**config.mk**
```make
export PLATFORM = sky130hd
export DESIGN_NAME = ddrmr_top
export DESIGN_NICKNAME = d
export VERILOG_FILES = /design/src/rtl/ddrmr_pkg.sv /design/src/rtl/ddrmr_sync.sv /design/src/rtl/ddrmr_step.sv /design/src/rtl/ddrmr_top.sv
export SDC_FILE = /design/constraint.sdc
export NUM_CORES = 1
export LEC_CHECK = 0
export ABC_AREA = 1
export BUFFER_PORTS_ARGS = -buffer_cell sky130_fd_sc_hd__buf_2
export CAP_MARGIN = 10
export CORE_AREA = 5 5 125 127
export DETAILED_ROUTE_END_ITERATION = 6
export DIE_AREA = 0 0 130 132
export PLACE_DENSITY = 0.54
export SYNTH_ARGS = -nofsm -noshare
export SYNTH_HDL_FRONTEND = slang
export SYNTH_SLANG_ARGS = --single-unit
```
**constraint.sdc**
```tcl
create_clock -name clk_sys_i -period 6.19 [get_ports clk_sys_i]
set_input_delay 0.3095 -clock clk_sys_i [delete_from_list [all_inputs] [get_ports clk_sys_i]]
set_output_delay 0.3095 -clock clk_sys_i [all_outputs]
set_load 0.05 [all_outputs]
```
**src/rtl/ddrmr_pkg.sv**
```systemverilog
// Constants shared by the mode-register and driver-calibration logic.
// Assumes a single 250 MHz system clock; no bus, all control bits are ports.
package ddrmr_pkg;

   // ****************************************
   // Command and field layout
   // ****************************************
   localparam int ADDR_W        = 13;
   localparam int BA_W          = 2;
   localparam int DQ_W          = 16;
   localparam int STEP_W        = 4;
   // Bank-address codes selecting each register
   localparam logic [1:0] SEL_MR   = 2'h0;
   localparam logic [1:0] SEL_EMR1 = 2'h1;
   localparam logic [1:0] SEL_EMR2 = 2'h2;
   localparam logic [1:0] SEL_EMR3 = 2'h3;
   // Main register fields
   localparam int MR_SPAN_LSB   = 0;
   localparam int MR_BT_BIT     = 3;
   localparam int MR_RDLAT_LSB  = 4;
   localparam int MR_TM_BIT     = 7;
   localparam int MR_DLLRST_BIT = 8;
   localparam int MR_WR_LSB     = 9;
   // Extended register 1 fields
   localparam int E1_DLLDIS_BIT = 0;
   localparam int E1_DRV_BIT    = 1;
   localparam int E1_RTT0_BIT   = 2;
   localparam int E1_POST_LSB   = 3;
   localparam int E1_RTT1_BIT   = 6;
   localparam int E1_OCD_LSB    = 7;
   localparam int E1_NDQS_BIT   = 10;
   localparam int E1_QOFF_BIT   = 12;
   // Extended register 2 field
   localparam int E2_HTSR_BIT   = 7;
   // Burst span codes
   localparam logic [2:0] SPAN_CODE4 = 3'h2;
   localparam logic [2:0] SPAN_CODE8 = 3'h3;
   // Calibration codes in A9..A7
   localparam logic [2:0] OCD_EXIT    = 3'h0;
   localparam logic [2:0] OCD_DRIVE1  = 3'h1;
   localparam logic [2:0] OCD_DRIVE0  = 3'h2;
   localparam logic [2:0] OCD_ADJUST  = 3'h4;
   localparam logic [2:0] OCD_DEFAULT = 3'h7;
   // Reset values: contents are undefined at power-up, zero chosen for registers, 8 for the step counters
   localparam logic [12:0] MR_RESET   = 13'h0000;
   localparam logic [3:0]  STEP_RESET = 4'h8;
   localparam logic [3:0]  STEP_DEF   = 4'h8;
   localparam logic [3:0]  STEP_MAX   = 4'hf;
   localparam logic [3:0]  STEP_MIN   = 4'h0;
   localparam int DLL_LOCK_CYC  = 200;

   typedef enum logic [1:0] {
      DDRMR_DRV_OFF = 2'h0,
      DDRMR_DRV_HI  = 2'h1,
      DDRMR_DRV_LO  = 2'h3
   } ddrmr_drive_t;

endpackage

```
**src/rtl/ddrmr_sync.sv**
```systemverilog
// Two-stage synchroniser with rising-edge detect on the synchronised level.
// Assumes the input is asynchronous to clk_sys_i.
`timescale 1ns/100ps
module ddrmr_sync (
   // Clock and reset
   input  wire logic clk_sys_i,
   input  wire logic rst_n_i,
   // Level in, level and edge out
   input  wire logic din_i,
   output logic      dout_o,
   output logic      rise_o
);
   typedef struct packed {
      logic s1;
      logic s2;
      logic s3;
   } ddrmr_sync_t;

   ddrmr_sync_t st, next_st;

   // ****************************************
   // Capture chain; s1 feeds only s2
   // ****************************************
   always_comb begin
      next_st    = st;
      next_st.s1 = din_i;
      next_st.s2 = st.s1;
      next_st.s3 = st.s2;
   end

   always_ff @(posedge clk_sys_i or negedge rst_n_i) begin
      if (!rst_n_i) begin
         st <= '0;
      end else begin
         st <= next_st;
      end
   end

   assign dout_o = st.s2;
   assign rise_o = st.s2 & ~st.s3;
endmodule // ddrmr_sync

```
**src/rtl/ddrmr_step.sv**
```systemverilog
// Saturating four-bit driver step counter with default load.
// Assumes inc and dec come as one-cycle pulses on clk_sys_i.
`timescale 1ns/100ps
module ddrmr_step
   import ddrmr_pkg::*;
(
   // Clock and reset
   input  wire logic              clk_sys_i,
   input  wire logic              rst_n_i,
   // Control
   input  wire logic              load_def_i,
   input  wire logic              inc_i,
   input  wire logic              dec_i,
   // Setting
   output logic [STEP_W-1:0]      step_o
);
   logic [STEP_W-1:0] step, next_step;

   // ****************************************
   // Step update, holds at either end
   // ****************************************
   always_comb begin
      next_step = step;
      if (load_def_i) begin
         next_step = STEP_DEF;
      end else if (inc_i && !dec_i && step != STEP_MAX) begin
         next_step = step + 4'h1;
      end else if (dec_i && !inc_i && step != STEP_MIN) begin
         next_step = step - 4'h1;
      end
   end

   always_ff @(posedge clk_sys_i or negedge rst_n_i) begin
      if (!rst_n_i) begin
         step <= STEP_RESET;
      end else begin
         step <= next_step;
      end
   end

   assign step_o = step;

   a_step_sat_hi: assert property (@(posedge clk_sys_i) disable iff (!rst_n_i)
      (step == STEP_MAX && inc_i && !dec_i && !load_def_i) |=> step == STEP_MAX)
      else $error("step passed upper limit");
   a_step_sat_lo: assert property (@(posedge clk_sys_i) disable iff (!rst_n_i)
      (step == STEP_MIN && dec_i && !inc_i && !load_def_i) |=> step == STEP_MIN)
      else $error("step passed lower limit");
endmodule // ddrmr_step

```
**src/rtl/ddrmr_top.sv**
```systemverilog
// Mode registers, burst ordering and driver calibration of a DDR2 die.
// Assumes command pins arrive asynchronously with a free link clock pin;
// the 250 MHz system clock samples all of them and finds link clock edges.
//
// How it works
// - all-low command with BA 00 loads main
// - main register holds span, order, latency
// - A7 test bit low; A8 resets DLL
// - A9..A11 give write recovery cycles
// - sequential order wraps in aligned four
// - interleaved order is start XOR beat
// - BA 01 selects extended register one
// - ext one: DLL, drive, latency, calibration, strobe
// - termination chosen by A2 and A6
// - output disable silences data and strobes
// - BA 10 selects ext two, high temp refresh
// - decode calibration code in A9..A7
// - drive modes force data and strobes
// - adjust code applies to every data output
// - sixteen-step driver setting saturates
// - adjust beats decoded in fixed order
// - adjust burst taken at write latency
`timescale 1ns/100ps
module ddrmr_top
   import ddrmr_pkg::*;
(
   // System clock and reset
   input  wire logic              clk_sys_i,
   input  wire logic              rst_n_i,
   // Link clock and command pins
   input  wire logic              link_clk_i,
   input  wire logic              cke_i,
   input  wire logic              cs_n_i,
   input  wire logic              ras_n_i,
   input  wire logic              cas_n_i,
   input  wire logic              we_n_i,
   input  wire logic [BA_W-1:0]   ba_i,
   input  wire logic [ADDR_W-1:0] addr_i,
   // Adjust burst data, one beat per link clock
   input  wire logic [DQ_W-1:0]   dq_i,
   // Burst start column for ordering
   input  wire logic [2:0]        burst_col_i,
   // Data and strobe drive control
   output logic                   dq_o,
   output logic                   dq_oe_n_o,
   output logic                   dqs_o,
   output logic                   dqs_oe_n_o,
   output logic                   dqs_b_o,
   output logic                   dqs_b_oe_n_o,
   // Decoded settings
   output logic [2:0]             burst_span_o,
   output logic                   burst_interleave_o,
   output logic [2:0]             column_read_latency_o,
   output logic                   test_mode_o,
   output logic                   dll_reset_o,
   output logic [2:0]             write_recovery_o,
   output logic                   dll_enable_o,
   output logic                   drive_reduced_o,
   output logic [2:0]             posted_command_latency_o,
   output logic [1:0]             term_sel_o,
   output logic                   dqs_b_disable_o,
   output logic                   out_disable_o,
   output logic                   hi_temp_refresh_o,
   output logic [ADDR_W-1:0]      ext3_o,
   output logic                   calib_active_o,
   output logic [STEP_W-1:0]      pullup_step_o,
   output logic [STEP_W-1:0]      pulldown_step_o,
   // Burst column order, eight beats of three bits
   output logic [23:0]            burst_order_o
);
   // ****************************************
   // Reset release and pin capture
   // ****************************************
   logic [1:0] rst_pipe;
   logic       rst_n;

   // Release through two flops so every flop on rst_n leaves reset on one edge
   always_ff @(posedge clk_sys_i or negedge rst_n_i) begin
      if (!rst_n_i) begin
         rst_pipe <= 2'h0;
      end else begin
         rst_pipe <= {rst_pipe[0], 1'b1};
      end
   end
   assign rst_n = rst_pipe[1];

   localparam int PIN_N = 5 + BA_W + ADDR_W + DQ_W;
   logic [PIN_N-1:0] pin_s1, pin_s2;
   logic             link_rise;

   // Pins change only around falling link edges, so two flops suffice
   always_ff @(posedge clk_sys_i or negedge rst_n) begin
      if (!rst_n) begin
         pin_s1 <= '0;
         pin_s2 <= '0;
      end else begin
         pin_s1 <= {cke_i, cs_n_i, ras_n_i, cas_n_i, we_n_i, ba_i, addr_i, dq_i};
         pin_s2 <= pin_s1;
      end
   end

   ddrmr_sync u_link_sync (
      .clk_sys_i (clk_sys_i),
      .rst_n_i   (rst_n),
      .din_i     (link_clk_i),
      .dout_o    (),
      .rise_o    (link_rise)
   );

   logic                s_cke, s_cs_n, s_ras_n, s_cas_n, s_we_n;
   logic [BA_W-1:0]     s_ba;
   logic [ADDR_W-1:0]   s_addr;
   logic [DQ_W-1:0]     s_dq;
   assign {s_cke, s_cs_n, s_ras_n, s_cas_n, s_we_n, s_ba, s_addr, s_dq} = pin_s2;

   // Command decode on link rising edge
   logic load_cmd, write_cmd;
   assign load_cmd  = link_rise && s_cke && !s_cs_n && !s_ras_n && !s_cas_n && !s_we_n;
   assign write_cmd = link_rise && s_cke && !s_cs_n && s_ras_n && !s_cas_n && !s_we_n;

   // ****************************************
   // State
   // ****************************************
   typedef enum logic [1:0] {
      DDRMR_IDLE = 2'h0,
      DDRMR_WAIT = 2'h1,
      DDRMR_BEAT = 2'h3
   } ddrmr_adj_t;

   typedef struct packed {
      logic [ADDR_W-1:0] mr;
      logic [ADDR_W-1:0] e1;
      logic [ADDR_W-1:0] e2;
      logic [ADDR_W-1:0] e3;
      ddrmr_adj_t        adj;
      logic [3:0]        wait_cnt;
      logic [1:0]        beat;
      logic [3:0]        code;
      logic              pu_inc, pu_dec, pd_inc, pd_dec, def_load;
      ddrmr_drive_t      drive;
   } ddrmr_state_t;

   ddrmr_state_t st, next_st;
   logic [2:0] ocd_code, rd_lat, post_lat, span_code;
   logic [3:0] wl;

   assign ocd_code  = st.e1[E1_OCD_LSB +: 3];
   assign rd_lat    = st.mr[MR_RDLAT_LSB +: 3];
   assign post_lat  = st.e1[E1_POST_LSB +: 3];
   assign span_code = st.mr[MR_SPAN_LSB +: 3];
   // Write latency is posted latency plus read latency minus one
   assign wl = 4'({1'b0, post_lat} + {1'b0, rd_lat} - 4'h1);

   // ****************************************
   // Register loads and calibration control
   // ****************************************
   always_comb begin
      next_st          = st;
      next_st.pu_inc   = 1'b0;
      next_st.pu_dec   = 1'b0;
      next_st.pd_inc   = 1'b0;
      next_st.pd_dec   = 1'b0;
      next_st.def_load = 1'b0;
      if (load_cmd) begin
         // Only the selected register takes the address
         unique case (s_ba)
            SEL_MR:   next_st.mr = s_addr;
            SEL_EMR1: next_st.e1 = s_addr;
            SEL_EMR2: next_st.e2 = s_addr;
            SEL_EMR3: next_st.e3 = s_addr;
         endcase
         if (s_ba == SEL_EMR1) begin
            next_st.adj   = DDRMR_IDLE;
            next_st.drive = DDRMR_DRV_OFF;
            next_st.wait_cnt = 4'h0; // A cut burst must not leave a count armed
            unique case (s_addr[E1_OCD_LSB +: 3])
               OCD_DRIVE1:  next_st.drive = DDRMR_DRV_HI;
               OCD_DRIVE0:  next_st.drive = DDRMR_DRV_LO;
               OCD_ADJUST:  next_st.adj = DDRMR_WAIT;
               OCD_DEFAULT: next_st.def_load = 1'b1;
               default:     next_st.drive = DDRMR_DRV_OFF; // Exit and undefined codes
            endcase
         end
      end else begin
         unique case (st.adj)
            DDRMR_IDLE: next_st.adj = DDRMR_IDLE;
            // Adjust burst follows the next write after latency
            DDRMR_WAIT: begin
               if (write_cmd) begin
                  // First beat lands wl link edges after the write; zero latency
                  // cannot be met and falls back to the next edge
                  next_st.wait_cnt = (wl > 4'h1) ? wl - 4'h1 : 4'h0;
                  next_st.beat     = 2'h0;
                  next_st.adj      = (wl > 4'h1) ? DDRMR_WAIT : DDRMR_BEAT;
               end else if (link_rise && st.wait_cnt != 4'h0) begin
                  next_st.wait_cnt = st.wait_cnt - 4'h1;
                  if (st.wait_cnt == 4'h1) next_st.adj = DDRMR_BEAT;
               end
            end
            // Beats taken in fixed order, only DQ0 carries the code
            DDRMR_BEAT: begin
               if (link_rise) begin
                  next_st.code[st.beat] = s_dq[0];
                  next_st.beat          = st.beat + 2'h1;
                  if (st.beat == 2'h3) begin
                     next_st.adj = DDRMR_WAIT;
                     next_st.wait_cnt = 4'h0;
                     unique case ({st.code[0], st.code[1], st.code[2], s_dq[0]})
                        4'h1: next_st.pu_inc = 1'b1; // 0001
                        4'h2: next_st.pu_dec = 1'b1;
                        4'h4: next_st.pd_inc = 1'b1;
                        4'h8: next_st.pd_dec = 1'b1;
                        4'h5: begin next_st.pu_inc = 1'b1; next_st.pd_inc = 1'b1; end
                        4'h6: begin next_st.pu_dec = 1'b1; next_st.pd_inc = 1'b1; end
                        4'h9: begin next_st.pu_inc = 1'b1; next_st.pd_dec = 1'b1; end
                        4'ha: begin next_st.pu_dec = 1'b1; next_st.pd_dec = 1'b1; end
                        default: next_st.pu_inc = 1'b0; // No step and reserved
                     endcase
                  end
               end
            end
            default: next_st.adj = DDRMR_IDLE;
         endcase
      end
   end

   always_ff @(posedge clk_sys_i or negedge rst_n) begin
      if (!rst_n) begin
         st <= '{mr: MR_RESET, e1: MR_RESET, e2: MR_RESET, e3: MR_RESET,
                 adj: DDRMR_IDLE, drive: DDRMR_DRV_OFF, default: '0};
      end else begin
         st <= next_st;
      end
   end

   // ****************************************
   // Driver step counters
   // ****************************************
   ddrmr_step u_pullup (
      .clk_sys_i  (clk_sys_i),
      .rst_n_i    (rst_n),
      .load_def_i (st.def_load),
      .inc_i      (st.pu_inc),
      .dec_i      (st.pu_dec),
      .step_o     (pullup_step_o)
   );
   ddrmr_step u_pulldown (
      .clk_sys_i  (clk_sys_i),
      .rst_n_i    (rst_n),
      .load_def_i (st.def_load),
      .inc_i      (st.pd_inc),
      .dec_i      (st.pd_dec),
      .step_o     (pulldown_step_o)
   );

   // ****************************************
   // Decoded fields and pin drive
   // ****************************************
   assign burst_span_o             = span_code;
   assign burst_interleave_o       = st.mr[MR_BT_BIT];
   assign column_read_latency_o    = rd_lat;
   assign test_mode_o              = st.mr[MR_TM_BIT];
   assign dll_reset_o              = st.mr[MR_DLLRST_BIT];
   assign write_recovery_o         = st.mr[MR_WR_LSB +: 3];
   assign dll_enable_o             = ~st.e1[E1_DLLDIS_BIT];
   assign drive_reduced_o          = st.e1[E1_DRV_BIT];
   assign posted_command_latency_o = post_lat;
   assign term_sel_o               = {st.e1[E1_RTT1_BIT], st.e1[E1_RTT0_BIT]};
   assign dqs_b_disable_o          = st.e1[E1_NDQS_BIT];
   assign out_disable_o            = st.e1[E1_QOFF_BIT];
   assign hi_temp_refresh_o        = st.e2[E2_HTSR_BIT];
   assign ext3_o                   = st.e3;
   assign calib_active_o           = (ocd_code != OCD_EXIT);

   // Output disable overrides the forced drive modes
   logic drv_on;
   assign drv_on       = (st.drive != DDRMR_DRV_OFF) && !out_disable_o;
   assign dq_o         = (st.drive == DDRMR_DRV_HI);
   assign dqs_o        = (st.drive == DDRMR_DRV_HI);
   assign dqs_b_o      = (st.drive == DDRMR_DRV_LO);
   assign dq_oe_n_o    = ~drv_on;
   assign dqs_oe_n_o   = ~drv_on;
   assign dqs_b_oe_n_o = ~(drv_on && !dqs_b_disable_o);

   // Burst column order per beat
   genvar g;
   generate
      for (g = 0; g < 8; g++) begin : g_order
         logic [2:0] seq, ilv, col;
         assign seq = {burst_col_i[2] ^ 1'(g >> 2), 2'(burst_col_i[1:0] + 2'(g))};
         assign ilv = burst_col_i ^ 3'(g);
         assign col = st.mr[MR_BT_BIT] ? ilv : seq;
         assign burst_order_o[3*g +: 3] = (span_code == SPAN_CODE4 && g >= 4) ? 3'h0
                                          : (span_code == SPAN_CODE4) ? {1'b0, col[1:0]} : col;
      end
   endgenerate

   // ****************************************
   // Checks
   // ****************************************
   a_mr_load: assert property (@(posedge clk_sys_i) disable iff (!rst_n)
      (load_cmd && s_ba == SEL_MR) |=> st.mr == $past(s_addr))
      else $error("main register not loaded");
   a_e1_keep: assert property (@(posedge clk_sys_i) disable iff (!rst_n)
      (load_cmd && s_ba != SEL_EMR1) |=> $stable(st.e1))
      else $error("ext one changed by other load");
   a_e1_load: assert property (@(posedge clk_sys_i) disable iff (!rst_n)
      (load_cmd && s_ba == SEL_EMR1) |=> st.e1 == $past(s_addr))
      else $error("ext one not loaded");
   a_qoff_quiet: assert property (@(posedge clk_sys_i) disable iff (!rst_n)
      out_disable_o |-> dq_oe_n_o && dqs_oe_n_o && dqs_b_oe_n_o)
      else $error("outputs driven while disabled");
   a_drive_hi: assert property (@(posedge clk_sys_i) disable iff (!rst_n)
      (load_cmd && s_ba == SEL_EMR1 && s_addr[E1_OCD_LSB +: 3] == OCD_DRIVE1)
      |=> dq_o && dqs_o && !dqs_b_o)
      else $error("drive high pattern wrong");
   a_ilv_order: assert property (@(posedge clk_sys_i) disable iff (!rst_n)
      (st.mr[MR_BT_BIT] && span_code == SPAN_CODE8)
      |-> burst_order_o[5:3] == (burst_col_i ^ 3'h1))
      else $error("interleave beat one wrong");
   a_e2_load: assert property (@(posedge clk_sys_i) disable iff (!rst_n)
      (load_cmd && s_ba == SEL_EMR2) |=> hi_temp_refresh_o == $past(s_addr[E2_HTSR_BIT]))
      else $error("high temp bit not loaded");
   a_adj_enter: assert property (@(posedge clk_sys_i) disable iff (!rst_n)
      (load_cmd && s_ba == SEL_EMR1 && s_addr[E1_OCD_LSB +: 3] == OCD_ADJUST)
      |=> st.adj == DDRMR_WAIT)
      else $error("adjust mode not entered");

   c_adjust: cover property (@(posedge clk_sys_i) disable iff (!rst_n) st.pu_inc);
   c_default: cover property (@(posedge clk_sys_i) disable iff (!rst_n) st.def_load);
   c_drive_lo: cover property (@(posedge clk_sys_i) disable iff (!rst_n)
      st.drive == DDRMR_DRV_LO);
endmodule // ddrmr_top

```
# Yosys cells after proc, flatten, opt, wreduce, memory -nomap -nowiden
# Cells that the tools add are included.
dict set report classes {
  n_lt_le_gt_ge 3
  reduce_logical 52
  addsub 12
  muxes 47
  bitwise_logic 13
  eq_ne 31
}
# operator n
set ops {}
lappend ops {{$mux 4} 10}
lappend ops {{$mux 3} 13}
lappend ops {{$mux 6} 5}
lappend ops {{$logic_and 1x1->1} 20}
lappend ops {{$sub 4x1->4 const B} 5}
lappend ops {{$mux 16} 1}
lappend ops {{$ne 4x4->1 const B} 4}
lappend ops {{$eq 4x3->1 const B} 3}
lappend ops {{$eq 4x4->1 const B} 3}
lappend ops {{$mux 2} 6}
lappend ops {{$pmux 6 s2} 1}
lappend ops {{$reduce_bool 3->1} 4}
lappend ops {{$reduce_bool 4->1} 3}
lappend ops {{$reduce_or 3->1} 4}
lappend ops {{$eq 2x2->1 const B} 5}
lappend ops {{$logic_not 1->1} 10}
lappend ops {{$reduce_and 5->1} 2}
lappend ops {{$add 4x1->4 const B} 2}
lappend ops {{$eq 4x1->1 const B} 2}
lappend ops {{$not 1->1} 8}
lappend ops {{$pmux 2 s2} 2}
lappend ops {{$reduce_and 2->1} 4}
lappend ops {{$mux 1} 7}
lappend ops {{$eq 2x1->1 const B} 3}
lappend ops {{other kinds (22)} 31}
dict set report word_totals {
  inputBits 42
  output_inout_bits 74
  register_bits 150
  word_cells 180
}

# Logic depth before layout (Yosys ltp)
dict set report logic_depth {
  word_depth 10
  mapped_depth 15
  depth_no_buf 15
}

# Hierarchy
# From an unflattened synthesis, not the netlist that was laid out.
dict set report unflattened {
  cells_unflattened 553
  area_unflattened_um2 5240.0
}
# mod seq_area_each_um2 cells_each instances area_per_inst_um2
set modules_own_cells {}
lappend modules_own_cells {ddrmr_top 2502.4 450 1 4401.7}
lappend modules_own_cells {ddrmr_step 101.3 49 2 376.6}
lappend modules_own_cells {ddrmr_sync 75.1 5 1 85.1}

# Least setup slack after synthesis
# OpenSTA, ideal clock, no wires.
dict set report synth_timing {
  path_type {input -> output}
  startpoint {input burst_col_i[0]}
  endpoint {output burst_order_o[16]}
  n_path_buf 0
  arrival_time_ns 2.307
  required_time_ns 5.880
  path_stages 5
  setup_slack_ns 3.574
  cell_sequence {inv_1 > o21ai_0 > nand2_1 > inv_1 > nor2_1}
}
dict set report synth_between {
  elab_chain_len 3
}
# item line_no
set synth_lines {}
lappend synth_lines {{start: declaration} ddrmr_top.sv:42} ;# input wire logic [2:0] burst_col_i,
lappend synth_lines {{$add 2x1->2} ddrmr_top.sv:290} ;# assign seq = {burst_col_i[2] ^ 1'(g >> 2), 2'(burst_col_i[1:0] + 2'(g))};
lappend synth_lines {{$mux 3} ddrmr_top.sv:292} ;# assign col = st.mr[MR_BT_BIT] ? ilv : seq;
lappend synth_lines {{$mux 3} ddrmr_top.sv:293} ;# assign burst_order_o[3*g +: 3] = (span_code == SPAN_CODE4 && g >= 4) ? 3'h0
lappend synth_lines {{end: declaration} ddrmr_top.sv:69} ;# output logic [23:0] burst_order_o
# Every way passes these cells.

# Worst setup path after layout
dict set report layout_timing {
  startpoint {register st, in the netlist column_read_latency_o[1]}
  endpoint {register st[16] (netlist name)}
}
dict set report layout_between {
  elab_chain_len 7
  word_cells_on_any_way 8
  classes_between {3 x add/sub; 1 x order compare; 4 x mux}
}
# item line_no
set layout_lines {}
lappend layout_lines {{start: declaration} ddrmr_top.sv:143} ;# ddrmr_state_t st, next_st;
lappend layout_lines {{start signal: assignment} ddrmr_top.sv:229} ;# st <= '{mr: MR_RESET, e1: MR_RESET, e2: MR_RESET, e3: MR_RESET,
lappend layout_lines {{start signal: assignment} ddrmr_top.sv:232} ;# st <= next_st;
lappend layout_lines {{$add 3x3->4 *} ddrmr_top.sv:152} ;# assign wl = 4'({1'b0, post_lat} + {1'b0, rd_lat} - 4'h1);
lappend layout_lines {{$sub 4x1->4 *} ddrmr_top.sv:152}
lappend layout_lines {{$sub 4x1->4 or $gt 4x1->1 (tied branches)} ddrmr_top.sv:192} ;# next_st.wait_cnt = (wl > 4'h1) ? wl - 4'h1 : 4'h0;
lappend layout_lines {{$mux 4 *} ddrmr_top.sv:192}
lappend layout_lines {{$mux 6 *} ddrmr_top.sv:189} ;# if (write_cmd) begin
lappend layout_lines {{$pmux 6 s2 *} ddrmr_top.sv:185} ;# unique case (st.adj)
lappend layout_lines {{$mux 6 *} ddrmr_top.sv:164} ;# if (load_cmd) begin
# Every way passes the cells marked *; elsewhere a longest branch is shown, timed or not.
# A chain may end at the register's enable or synchronous reset.

==> impl_metrics.toml <==
[power]
p_leak_nw = 3.14
share_seq_of_total_power_pct = 48.8
cellInternalPower_w = 0.00114
comb_power_share_pct = 16.4
clock_power_share_pct = 34.8
peakVddDrop_mv = 0.142
p_per_area_nw_per_um2 = 283
p_sw_share_pct = 30.0
switchingPower_w = 0.000489

[setup_path]
worst-path-stages = 13
crit_path_frequent_cell = "nand2_1"
r2r_cells = 13
worstReg2RegStart = "column_read_latency_o[1]"
crit_slowest_cell = "fa_1"
cp.arrival_ns = 2.44
crit_chain = "inv_1 > ha_1 > inv_1 > ha_1 > fa_1 > nor2_1 > nand2_1 > nand3_1 > nand2_1 > nand2_1 > nor2_1 > nand2_1 > nand2_1"
ff2ff_setup_slack_ns = 4.04
crit_type = "reg2reg"
path_max_fanout = 5
cp_top_family = "adder cells"
critPathBufInv = 2
cp-start-kind = "flop"
critPathMaxStageDelay_ns = 0.55
worstSetupEndpointType = "flop"
startpoint = "column_read_latency_o[1]"
critPathRequiredTime_ns = 6.47

[drt]
num_vias = 3438
ant_nets = 0
route.detailed.drc = 0
avgViaCountPerCell = 4.25
drt_iter0_drc = 136
firstDrtPassIters = 5
avgRoutedWirePerCell_um = 11.6
drt_wl_total_mm = 9.41

[min_path]
worstHoldPathCells = 1
holdCritPathClass = "in2reg"
min_from = "ras_n_i"

[floorplanning]
die_w_um = 130
core_area_um2 = 14300
dieArea_um2 = 17200
die_h_um = 132
start_util_pct = 35.3
num_rows = 44
io_pins = 116

[logic_synthesis]
synthCells = 552
synth_simple_gate_area_share_pct = 19.1
synth_mux_area_share_pct = 0
avgSynthCellArea_um2 = 9.17
synth-edff-count = 0
syn-num-nets = 614
ys_seq_area_share_pct = 54.9
synth_xor_xnor_area_share_pct = 0.692
synth_compound_area_share_pct = 6.82
netlist-cell-type-count = 37
synth_top_family_by_area = "simple AND/OR/NAND/NOR gates"
yosys_warnings = 0
async_flop_share_pct = 100
ys_seq_elements = 111
syn_area_um2 = 5060
synth_adder_area_share_pct = 5.39
synthFlopType = "dfrtp_1"

[timing]
rsz0062_at_grt = "no"
fmax_mhz = 464
fin_skew_ns = 0.0115
whs_ns = 0.0587
hold_violations = 0
period_needed_ns = 2.15
fin_tns_setup_ns = 0
slew_violations = 0
setup_viol = 0
period_share_pct = 34.8
relSlewSlack_pct = 34.6
max_slew.worst_pin.slew_ns = 0.982

[layout]
nNetsFinal = 681
fillers = 1470
syn2layout_area_growth_pct = 14.0
drive_gt1_share_pct = 22.3
antenna_cells = 0
final_cell_mix = "nand2_1, dfrtp_1, buf_2"
final_common_cell = "nand2_1"

[cts]
cts.reportedPaths.clkPinSlew_ns = 0.08
htree_levels = 3
cts_buffers = 9
insertion_delay_ns = 0.35
cts.sinks = 111
cts_tree = "done"
postCtsSetupBuffers = 0
cts_root_buf = "clkbuf_16"
clk_path_buf_depth = 2

[place]
place_congestion = 0.773
dp_hpwl_mm = 6.95
port_buffers = 100

[job]
cap_violations = 0

[grt]
grt_use_total_pct = 11.4
grt_pass1_wl_mm = 16.0
grt_pass1_vias = 3358
grt_max_degree = 81
antenna_found_initial = 0
overflow = 0

[run_status]
status = "completed"
synth_stat cells, types with 2 or more instances:
cell	count	share of area [%]
nand2_1	140	10
dfrtp_1	109	54
inv_1	83	6.2
buf_4	40	5.9
nor2_1	40	3.0
o21ai_0	24	2.4
o21ai_1	24	2.4
ha_1	17	4.2
nand3_1	15	1.5
nand2_2	8	0.99
a21oi_1	7	0.69
nand4_1	6	0.74
o22ai_1	4	0.49
fa_1	3	1.2
xor2_1	3	0.52
a21o_1	2	0.30
buf_2	2	0.20
buf_6	2	0.45
dfstp_2	2	1.0
nor2_2	2	0.25
nor2_4	2	0.45
o21bai_1	2	0.30
layout make-up:
cell class / instances / area (um2) / share of cell area [%]
clock buffer: 10 / 239 / 4.14
sequential: 111 / 2780 / 48.3
multi-input combinational: 311 / 1620 / 28.1
timing repair buffer: 102 / 518 / 8.98
inverter: 84 / 315 / 5.47
clock inverter: 6 / 58.8 / 1.02
tap: 184 / 230 / 3.99
worst paths after layout:
| kind | to |
|---|---|
| worst max-delay path | st[16] |
| worst min-delay path | pin_s1[33] |
| worst max register to register | st[16] |
| worst min register to register | pin_s2[32] |
| max in group asynchronous | u_pulldown.step_o[0] |
| min in group asynchronous | pin_s2[32] |
registers in the layout, summed over array words and instances, names as in the netlist, 2 cells and up, named ones only:
name and count:
burst_span_o 3, column_read_latency_o 3, ext3_o 13, ocd_code 3, pin_s1 21, pin_s2 21
posted_command_latency_o 3, rst_pipe 2, st 16, term_sel_o 2, u_pulldown.step_o 4, u_pullup.step_o 4
write_recovery_o 3
repair_timing:
item / 4_1_cts / 5_1_grt
resized for setup: 0 / 0
endpoints found under the hold margin: 2 / 0
hold buffers: 1 / 0
power by group through the flow:
stage / clock network (W) / logic [W] / registers [W]
after global placement: 0 / 0.000266 / 0.000810
after floorplan: 0 / 0.000218 / 0.000819
after CTS: 0.000590 / 0.000273 / 0.000796
after detailed placement: 0 / 0.000271 / 0.000810
final: 0.000567 / 0.000267 / 0.000796
after global routing: 0.000616 / 0.000300 / 0.000803
routing by layer:
| metal | vias up | track usage [%] | share of wire [%] |
|---|---|---|---|
| met5 | - | 0 | 0 |
| met4 | 0 | 3.29 | 1.1 |
| met3 | 7 | 3.16 | 4.2 |
| met2 | 53 | 18.3 | 49 |
| met1 | 1580 | 15.1 | 46 |
| li1 | 1798 | - | - |
cell families (layout without fill, tap and decap cells):
| logic type | after synthesis | in the layout |
|---|---|---|
| buf+inv | 130 | 202 |
| flops | 111 | 111 |
| simple gates | 221 | 221 |
| fa+ha+maj | 20 | 20 |
| xor+xnor | 4 | 4 |
| compound gates | 65 | 65 |
| other cells | 1 | 1 |
stage by stage:
stage / cells / utilization [%] / instance area (um2) / total power, W / setup WS, ns
after detailed placement: 791 / 38.1 / 5460 / 0.00108 / 4.04
after CTS: 808 / 40.3 / 5770 / 0.00166 / 4.02
after floorplan: 552 / - / 5060 / 0.00104 / 2.87
final: 808 / 40.3 / 5770 / 0.00163 / 4.04
after global placement: 791 / 38.1 / 5460 / 0.00108 / 4.06
after global routing: 808 / 40.3 / 5770 / 0.00172 / 3.78
(Power assumes the default switching activity.)
